--- src/pdsh_params.svh ---
`ifndef PDSH_PARAMS_SVH
`define PDSH_PARAMS_SVH
// What this block does
// - pwm pin is sampled; duty measured and turned into an 11-bit level code
// - full 11 bits only when a sample period is shorter than narrowest pulse
// - two-bit sample-rate selection: 800 kHz, 4 MHz or 24 MHz, the last capped at the 20 MHz clock
// - resolution follows the ratio of sample rate to pwm frequency
// - lowest adequate sample rate is recommended to save quiescent current
// - three-bit hysteresis selection, codes 000 to 110 give thresholds of 1 to 64 lsbs
// - setting n needs a 2^n count move before the output follows
// - hysteresis applies only on a reversal; output frozen until the threshold is reached
// - after the threshold is passed, same-direction changes follow at once
// - pwm enabled and no pulse for the timeout period sets the code to 0, or to full scale if the pin stays high
// - pwm-only mode ignores the bus code and forwards the measured code

// =====================================================================
// widths
`define PDSH_CODE_W 11
`define PDSH_CODE_MAX 11'h7FF
`define PDSH_FULL_SCALE 16'h07FF
`define PDSH_CNT_W 16
`define PDSH_NUM_W 27
`define PDSH_IDX_W 5
`define PDSH_SDIV_W 5
`define PDSH_TMO_W 20
`define PDSH_HYST_MAX 3'h6

// =====================================================================
// clock and sample rates
`define PDSH_CLK_HZ 20000000
`define PDSH_CLK_PERIOD_NS 50
`define PDSH_RATE_SLOW_HZ 800000
`define PDSH_RATE_MID_HZ 4000000
`define PDSH_RATE_FAST_HZ 24000000
`define PDSH_DIV_CALC(hz) (((`PDSH_CLK_HZ / (hz)) < 1) ? 1 : (`PDSH_CLK_HZ / (hz)))

// =====================================================================
// no-pulse timeouts per sample rate
`define PDSH_TMO_SLOW_NS 25000000
`define PDSH_TMO_MID_NS 3000000
`define PDSH_TMO_FAST_NS 600000
`define PDSH_TMO_CYC(ns) ((ns) / `PDSH_CLK_PERIOD_NS)

`endif

--- src/pdsh_pkg.sv ---
`include "pdsh_params.svh"

package pdsh_pkg;

    // =====================================================================
    // selections
    typedef enum logic [1:0] {
        PDSH_RATE_SLOW = 2'b00,
        PDSH_RATE_MID = 2'b01,
        PDSH_RATE_FAST = 2'b10,
        PDSH_RATE_FAST_ALT = 2'b11
    } pdsh_rate_t;

    typedef enum logic [1:0] {
        PDSH_MODE_BUS = 2'b00,
        PDSH_MODE_PWM = 2'b01,
        PDSH_MODE_MUL_RAMP = 2'b10,
        PDSH_MODE_RAMP_MUL = 2'b11
    } pdsh_mode_t;

    typedef enum logic {
        PDSH_DIV_IDLE = 1'b0,
        PDSH_DIV_RUN = 1'b1
    } pdsh_div_state_t;

    // =====================================================================
    // state records
    typedef struct packed {
        pdsh_div_state_t st;
        logic [`PDSH_IDX_W-1:0] idx;
        logic [`PDSH_NUM_W-1:0] num;
        logic [`PDSH_CNT_W-1:0] den;
        logic [`PDSH_CNT_W-1:0] rem;
        logic [`PDSH_NUM_W-1:0] quo;
        logic [`PDSH_CODE_W-1:0] quot;
        logic done;
    } pdsh_div_t;

    typedef struct packed {
        logic [`PDSH_SDIV_W-1:0] sdiv_cnt;
        logic smp_prev;
        logic [`PDSH_CNT_W-1:0] high_cnt;
        logic [`PDSH_CNT_W-1:0] tot_cnt;
        logic have_period;
        logic [`PDSH_TMO_W-1:0] idle_cnt;
        logic timed_out;
        logic div_start;
        logic [`PDSH_CNT_W-1:0] div_high;
        logic [`PDSH_CNT_W-1:0] div_tot;
        logic [`PDSH_CODE_W-1:0] duty_code;
        logic [`PDSH_CODE_W-1:0] hyst_code;
        logic dir_up;
        logic [`PDSH_CODE_W-1:0] led_code;
        logic code_update;
    } pdsh_state_t;

endpackage

--- src/pdsh_divider.sv ---
`timescale 1ns/1ps
`include "pdsh_params.svh"

module pdsh_divider (
    input wire logic core_clk,
    input wire logic rst_n,
    input wire logic start,
    input wire logic [`PDSH_CNT_W-1:0] high_cnt,
    input wire logic [`PDSH_CNT_W-1:0] tot_cnt,
    output logic busy,
    output logic done,
    output logic [`PDSH_CODE_W-1:0] quot
);
    import pdsh_pkg::*;

    pdsh_div_t s_r;
    pdsh_div_t s_nxt;
    logic [`PDSH_CNT_W:0] trial;
    logic [`PDSH_NUM_W-1:0] scaled;

    // =====================================================================
    // restoring division of high*2047 by total, one quotient bit per cycle
    always_comb begin
        s_nxt = s_r;
        s_nxt.done = 1'b0;
        trial = {s_r.rem, s_r.num[`PDSH_NUM_W-1]};
        // high*2047 as high*2048 - high, avoids a multiplier
        scaled = {high_cnt, 11'h000} - {11'h000, high_cnt};
        case (s_r.st)
            PDSH_DIV_IDLE: begin
                if (start) begin
                    s_nxt.st = PDSH_DIV_RUN;
                    s_nxt.num = scaled;
                    s_nxt.den = tot_cnt;
                    s_nxt.rem = '0;
                    s_nxt.quo = '0;
                    s_nxt.idx = 5'(`PDSH_NUM_W - 1);
                end
            end
            PDSH_DIV_RUN: begin
                s_nxt.num = {s_r.num[`PDSH_NUM_W-2:0], 1'b0};
                if (trial >= {1'b0, s_r.den}) begin
                    s_nxt.rem = `PDSH_CNT_W'(trial - {1'b0, s_r.den});
                    s_nxt.quo = {s_r.quo[`PDSH_NUM_W-2:0], 1'b1};
                end else begin
                    s_nxt.rem = trial[`PDSH_CNT_W-1:0];
                    s_nxt.quo = {s_r.quo[`PDSH_NUM_W-2:0], 1'b0};
                end
                s_nxt.idx = s_r.idx - 5'h01;
                if (s_r.idx == '0) begin
                    s_nxt.st = PDSH_DIV_IDLE;
                    s_nxt.done = 1'b1;
                    // clamp guards against a miscounted period
                    s_nxt.quot = (|s_nxt.quo[`PDSH_NUM_W-1:`PDSH_CODE_W]) ?
                        `PDSH_CODE_MAX : s_nxt.quo[`PDSH_CODE_W-1:0];
                end
            end
            default: begin
                s_nxt.st = PDSH_DIV_IDLE;
            end
        endcase
    end

    // state register
    always_ff @(posedge core_clk or negedge rst_n) begin
        if (!rst_n) begin
            s_r <= '0;
        end else begin
            s_r <= s_nxt;
        end
    end

    assign busy = (s_r.st == PDSH_DIV_RUN);
    assign done = s_r.done;
    assign quot = s_r.quot;

endmodule

--- src/pdsh_sampler.sv ---
`timescale 1ns/1ps
`include "pdsh_params.svh"

module pdsh_sampler #(
    parameter int TMO_SLOW_CYC = `PDSH_TMO_CYC(`PDSH_TMO_SLOW_NS),
    parameter int TMO_MID_CYC = `PDSH_TMO_CYC(`PDSH_TMO_MID_NS),
    parameter int TMO_FAST_CYC = `PDSH_TMO_CYC(`PDSH_TMO_FAST_NS)
) (
    input wire logic core_clk,
    input wire logic rst_n,
    input wire logic pwm_in,
    input wire logic pwm_enable,
    input wire pdsh_pkg::pdsh_rate_t sample_rate,
    input wire logic [2:0] hyst_sel,
    input wire pdsh_pkg::pdsh_mode_t bright_mode,
    input wire logic [`PDSH_CODE_W-1:0] bus_level_code,
    output logic [`PDSH_CODE_W-1:0] led_level_code,
    output logic [`PDSH_CODE_W-1:0] duty_code,
    output logic code_update,
    output logic pwm_timeout
);
    import pdsh_pkg::*;

    pdsh_state_t s_r;
    pdsh_state_t s_nxt;
    logic div_busy;
    logic div_done;
    logic [`PDSH_CODE_W-1:0] div_quot;
    logic pwm_on;
    logic tick;
    logic rise;
    logic [`PDSH_TMO_W-1:0] tmo_lim;
    logic [`PDSH_CODE_W:0] thr;
    logic [2:0] hyst_n;

    // =====================================================================
    // decoding of the sample-rate selection

    // core cycles per sample tick; 24 MHz cannot exceed the 20 MHz clock
    function automatic logic [`PDSH_SDIV_W-1:0] rate_div(input pdsh_rate_t r);
        case (r)
            PDSH_RATE_SLOW: rate_div = `PDSH_SDIV_W'(`PDSH_DIV_CALC(`PDSH_RATE_SLOW_HZ));
            PDSH_RATE_MID: rate_div = `PDSH_SDIV_W'(`PDSH_DIV_CALC(`PDSH_RATE_MID_HZ));
            default: rate_div = `PDSH_SDIV_W'(`PDSH_DIV_CALC(`PDSH_RATE_FAST_HZ));
        endcase
    endfunction

    // no-pulse timeout in core cycles for the selected rate
    function automatic logic [`PDSH_TMO_W-1:0] rate_tmo(input pdsh_rate_t r);
        case (r)
            PDSH_RATE_SLOW: rate_tmo = `PDSH_TMO_W'(TMO_SLOW_CYC);
            PDSH_RATE_MID: rate_tmo = `PDSH_TMO_W'(TMO_MID_CYC);
            default: rate_tmo = `PDSH_TMO_W'(TMO_FAST_CYC);
        endcase
    endfunction

    // =====================================================================
    // duty divider
    pdsh_divider u_div (
        .core_clk(core_clk),
        .rst_n(rst_n),
        .start(s_r.div_start),
        .high_cnt(s_r.div_high),
        .tot_cnt(s_r.div_tot),
        .busy(div_busy),
        .done(div_done),
        .quot(div_quot)
    );

    // =====================================================================
    // sampling, period measurement, timeout, hysteresis, mode select
    always_comb begin
        s_nxt = s_r;
        s_nxt.div_start = 1'b0;
        s_nxt.code_update = 1'b0;
        // measurement runs only while pwm is enabled and not in bus-only mode
        pwm_on = pwm_enable && (bright_mode != PDSH_MODE_BUS);
        tick = (s_r.sdiv_cnt == '0);
        rise = tick && !s_r.smp_prev && pwm_in;
        tmo_lim = rate_tmo(sample_rate);
        hyst_n = (hyst_sel > `PDSH_HYST_MAX) ? `PDSH_HYST_MAX : hyst_sel;
        thr = (`PDSH_CODE_W+1)'(1) << hyst_n;

        // sample tick generator; a slow rate leaves the counters idle longer
        if (tick) begin
            s_nxt.sdiv_cnt = rate_div(sample_rate) - 5'h01;
        end else begin
            s_nxt.sdiv_cnt = s_r.sdiv_cnt - 5'h01;
        end

        if (!pwm_on) begin
            s_nxt.smp_prev = 1'b0;
            s_nxt.high_cnt = '0;
            s_nxt.tot_cnt = '0;
            s_nxt.have_period = 1'b0;
            s_nxt.idle_cnt = '0;
            s_nxt.timed_out = 1'b0;
        end else begin
            // core cycles since the last rising edge, saturating
            if (rise) begin
                s_nxt.idle_cnt = '0;
                s_nxt.timed_out = 1'b0;
            end else if (s_r.idle_cnt >= tmo_lim) begin
                s_nxt.timed_out = 1'b1;
                s_nxt.have_period = 1'b0;
            end else begin
                s_nxt.idle_cnt = s_r.idle_cnt + 20'h00001;
            end
            if (tick) begin
                s_nxt.smp_prev = pwm_in;
                if (rise) begin
                    // a rising edge closes one period; a period that finds the
                    // divider busy is dropped rather than queued
                    if (s_r.have_period && !div_busy) begin
                        s_nxt.div_start = 1'b1;
                        s_nxt.div_high = s_r.high_cnt;
                        s_nxt.div_tot = s_r.tot_cnt;
                    end
                    s_nxt.high_cnt = 16'h0001;
                    s_nxt.tot_cnt = 16'h0001;
                    s_nxt.have_period = 1'b1;
                end else begin
                    // counts saturate; resolution is bounded by samples per period
                    if (s_r.tot_cnt != '1) begin
                        s_nxt.tot_cnt = s_r.tot_cnt + 16'h0001;
                    end
                    if (pwm_in && s_r.high_cnt != '1) begin
                        s_nxt.high_cnt = s_r.high_cnt + 16'h0001;
                    end
                end
            end
        end

        // a level held past the timeout reads as 0 % or 100 %, in step with the flag
        if (s_nxt.timed_out && pwm_on) begin
            s_nxt.duty_code = s_nxt.smp_prev ? `PDSH_CODE_MAX : '0;
            s_nxt.hyst_code = s_nxt.duty_code;
        end else if (div_done) begin
            s_nxt.duty_code = div_quot;
            if (div_quot > s_r.hyst_code) begin
                // same direction passes at once, a reversal must clear 2^n
                if (s_r.dir_up ||
                    ({1'b0, div_quot - s_r.hyst_code} >= thr)) begin
                    s_nxt.hyst_code = div_quot;
                    s_nxt.dir_up = 1'b1;
                end
            end else if (div_quot < s_r.hyst_code) begin
                if (!s_r.dir_up ||
                    ({1'b0, s_r.hyst_code - div_quot} >= thr)) begin
                    s_nxt.hyst_code = div_quot;
                    s_nxt.dir_up = 1'b0;
                end
            end
        end
        if (!pwm_on) begin
            s_nxt.duty_code = '0;
        end

        // pwm-only mode forwards the filtered duty code, others the bus code
        if (bright_mode == PDSH_MODE_PWM) begin
            s_nxt.led_code = pwm_enable ? s_nxt.hyst_code : '0;
        end else begin
            s_nxt.led_code = bus_level_code;
        end
        s_nxt.code_update = (s_nxt.led_code != s_r.led_code);
    end

    // state register
    always_ff @(posedge core_clk or negedge rst_n) begin
        if (!rst_n) begin
            s_r <= '{dir_up: 1'b1, default: '0};
        end else begin
            s_r <= s_nxt;
        end
    end

    // outputs straight from the state record
    assign led_level_code = s_r.led_code;
    assign duty_code = s_r.duty_code;
    assign code_update = s_r.code_update;
    assign pwm_timeout = s_r.timed_out && !s_r.smp_prev;

endmodule

--- config.mk ---
export PLATFORM = sky130hd
export DESIGN_NAME = pdsh_sampler
export DESIGN_NICKNAME = d
export VERILOG_FILES = /design/src/pdsh_pkg.sv /design/src/pdsh_divider.sv /design/src/pdsh_sampler.sv
export VERILOG_INCLUDE_DIRS = /design/src /design/src/src
export SDC_FILE = /design/constraint.sdc
export NUM_CORES = 1
export LEC_CHECK = 0
export BUFFER_PORTS_ARGS = -buffer_cell sky130_fd_sc_hd__buf_2
export CORE_MARGIN = 2
export CORE_UTILIZATION = 50
export CTS_CLUSTER_DIAMETER = 100
export DETAILED_ROUTE_END_ITERATION = 8
export MAX_ROUTING_LAYER = met4
export PLACE_DENSITY = 0.76
export SKIP_LAST_GASP = 1
export SYNTH_ARGS = -nofsm -noshare
export SYNTH_HDL_FRONTEND = slang
export SYNTH_SLANG_ARGS = --single-unit
--- constraint.sdc ---
create_clock -name core_clk -period 6.85 [get_ports core_clk]
set_input_delay 1.37 -clock core_clk [delete_from_list [all_inputs] [get_ports core_clk]]
set_output_delay 1.37 -clock core_clk [all_outputs]
set_load 0.02 [all_outputs]
==> impl_results.md <==
- Kind of critical path: flip-flop to flip-flop
- Buffers on Ports: 45
- Crit path from: s_r[14]$_DFF_PN0_
- Placed cell count: 1763
- Routed WL: 29500 um
- #FFs+latches synth: 231
- Cell variety after synth: 74
- Sequential share of the synthesized area: 0.433
- WL met2: 13700 um
- Worst Hold Class: flip-flop to flip-flop
- Internal power: 3.07 mW
- Layout Nets: 1556
- Crit-path slowest cell: o311ai_2
- Mapped Cells: 1460
- Die ar.: 28000 um^2
- Failing checks: design-rule violations
- Filler Cells Inserted: 2280
- CTS tree: yes
- Critical path peak fanout: 11
- Die X: 167 um
- Largest net degree at the start of global routing: 111
- Initial drt markers: 722
- First-pass GRT wire length: 50100 um
- Maximum VDD drop: 0.000144 V
- Antenna viol nets, final: 0
- Via/cell ratio: 5.68
- GRT overflow: 0
- Met3 routed WL: 1070 um
- R2r startpoint: s_r[14]$_DFF_PN0_
- Fin worst setup slack: 1.76 ns
- CP arrival: 5.49 ns
- Path depth of the worst reg2reg path: 18
- Final RePlAce weighted congestion: 0.886
- Fin crit period: 5.09 ns
- Total negative setup slack: 0 ns
- Overall Power: 4.69 mW
- Worst Clk Skew: 0.0221 ns
- Status: finished, violations left
- Synth Flop Type: dfrtp_1
- Switch share: 0.345
- Die height: 167 um
- Clock Path Buffers: 3
- Detail Placement HPWL: 20500 um
- Commonest non-fill, non-tap cell in the layout: dfrtp_1
- DRC: 4
- Share of cells above drive strength 1: 0.107
- Flop pwr share: 0.350
- Clock sink count: 231
- Vias in the first global route: 9992
- Synthesized cell area: 13400 um^2
- Pre-CTS WS: 1.79 ns
- Final setup fails: 0
- Achievable frequency: 196 MHz
- Total CTS buffers: 26
- Final period util: 0.743
- Antenna diodes: 0
- Top layer in use: met4
- WL met1: 13900 um
- Static Leak: 6.73 nW
- Final Max Slew Viols: 0
- CP max stage delay: 0.68 ns
- Critical Path RT: 7.24 ns
- Highest-count cells in the layout ignoring fill and taps: dfrtp_1 (228), nand2_1 (188), o21ai_0 (123), nor2_1 (120), a21oi_1 (83)
- CP Cell Sequence: inv_1 > ha_1 > nor2b_1 > o31a_1 > o31a_1 > o31a_1 > a21oi_1 > ha_1 > a211oi_1 > o221ai_1 > a31oi_1 > o311ai_2 > o311ai_2 > a21oi_1 > a211oi_1 > o22ai_1 > nor4_1 > nand4_1
- Initial antenna violation count: 0
- CTS root buf: clkbuf_16
- Fin Hold WS: 0.440 ns
- Clk slew on worst S/H paths: 0.06 ns
- Synth Warn #: 0
- Top cell type's share of synthesized area: 0.431
- Buffer and inverter count on the worst path: 1
- Initial core utilization: 0.511
- RSZ-0062 raised after global routing: false
- Post-synth top area cell: dfrtp_1
- Fin cells: 1811
- DR vias: 10295
- Synthesis-to-layout area growth: 9.08%
- Hold path start: s_r[123]$_DFF_PN0_
- WHS Endpoint: s_r[123]$_DFF_PN0_
- H-tree Lvls: 1
- Clk network pwr share: 0.311
- DR WL/cell: 16.3 um
- Max Cap Violations: 0
- Synth top area cells: dfrtp_1 (43%), ha_1 (7.0%), nand2_1 (5.3%)
- CP delay by family, top: compound AO/OA/AOI/OAI gates
- Aggregate global-route resource usage: 0.219
- Cell mode on critical path: o31a_1
- Part of the power in combinational logic: 0.339
- Psw: 1.62 mW
- Mapped Avg Cell Area: 9.15 um^2
- Reg-to-Reg End: code_update$_DFF_PN0_
- Crit path launch type: flip-flop
- Clock latency on the worst-skew pair: 0.54 ns
- Pwr/cell area: 322 nW/um^2
- Core footprint: 26100 um^2
- Rows: 59
- Post_cts resized: 0
- Endpoints failing hold: 0
- EDFF count, synth: 0
- CP endpoint kind: flip-flop
- Post-CTS Hold Fix Bufs: 0
- Relative slew slack: 0.252
- Setup Buffers After CTS: 0
- I/O Pins: 46
- Drt first pass iters: 7
- R2r setup slk: 1.76 ns
- Hold depth: 1
- Async set-reset flop share out of synthesis: 1.00
- Actual slew at the worst max-slew pin: 1.12 ns
metrics by stage:
stage	util	area [um^2]
after global routing	0.558	14600
after floorplan	-	13400
after global placement	0.523	13700
after detailed placement	0.523	13700
final	0.558	14600
after CTS	0.558	14600
layer usage:
layer  GRT usage  up-vias
met1       0.304     4965
li1            -     5066
met2       0.343      203
met5           -        -
met3      0.0241       61
met4      0.0665        0
power by group through the flow:
stage | Sequential, mW | Combinational (mW) | Clock, mW
after detailed placement | 1.66 | 1.56 | 0
final | 1.64 | 1.59 | 1.46
after floorplan | 1.60 | 1.25 | 0
after global routing | 1.65 | 1.78 | 1.55
after CTS | 1.64 | 1.58 | 1.48
after global placement | 1.66 | 1.54 | 0
worst max path at each step:
stage                                  to  slack, ns  cells after the start
floorplan           code_update$_DFF_PN0_       2.67                     14
global placement    code_update$_DFF_PN0_       1.89                     14
detailed placement  code_update$_DFF_PN0_       1.79                     14
CTS                 code_update$_DFF_PN0_       1.79                     18
global route        code_update$_DFF_PN0_       1.33                     18
finish              code_update$_DFF_PN0_       1.76                     18
cell families (layout without fill, tap and decap cells):
group / after synthesis / after routing / synth area share
muxes: 45 / 45 / 0.0362
AOI/OAI and AO/OA: 368 / 368 / 0.174
adders and majority gates: 78 / 78 / 0.0747
xor gates and xnor gates: 98 / 98 / 0.0643
DFF: 231 / 231 / 0.433
other: 1 / 2 / 0.000281
buffers and inverters: 171 / 186 / 0.0574
and+or+nand+nor: 468 / 468 / 0.160
sequential cells by signal, indices dropped and copies added, names as in the netlist:
register        cells
u_div.s_r          90
code_update         1
u_div.done          1
duty_code          11
led_level_code     11
u_div.busy          1
s_r               105
u_div.quot         11
cells in the mapped netlist (16+ instances only):
library cell	count
ha_1	75
o21ai_0	123
xor2_1	46
nor2_1	120
o22ai_1	16
a211oi_1	23
dfrtp_1	230
nand3_1	28
nand2_1	188
mux2i_1	19
inv_1	77
buf_4	23
nand4_1	17
a21oi_1	83
a21o_1	16
clkbuf_1	55
and3_1	17
mux2_2	26
nor3_1	26
xnor2_1	52
worst reg2reg max path, cell delays in order (launching register included):
cell      delay (ns)
dfrtp_1         0.49
inv_1           0.13
ha_1            0.33
nor2b_1         0.14
o31a_1          0.27
o31a_1          0.28
o31a_1          0.29
a21oi_1         0.14
ha_1            0.26
a211oi_1        0.24
o221ai_1        0.15
a31oi_1         0.21
o311ai_2        0.17
o311ai_2        0.68
a21oi_1         0.15
a211oi_1        0.46
o22ai_1         0.13
nor4_1          0.32
nand4_1         0.12
area by class of cell:
cell class                 instances  area [um^2]  share of cell area
sequential                       231         5780               0.397
inverter                          79          297              0.0204
timing repair buffer              59          340              0.0234
tap                              335          419              0.0288
clock inverter                    11          146              0.0100
clock buffer                      37          763              0.0524
multi-input combinational       1059         6820               0.468
Note: power is estimated with default switching activity, not from simulation.
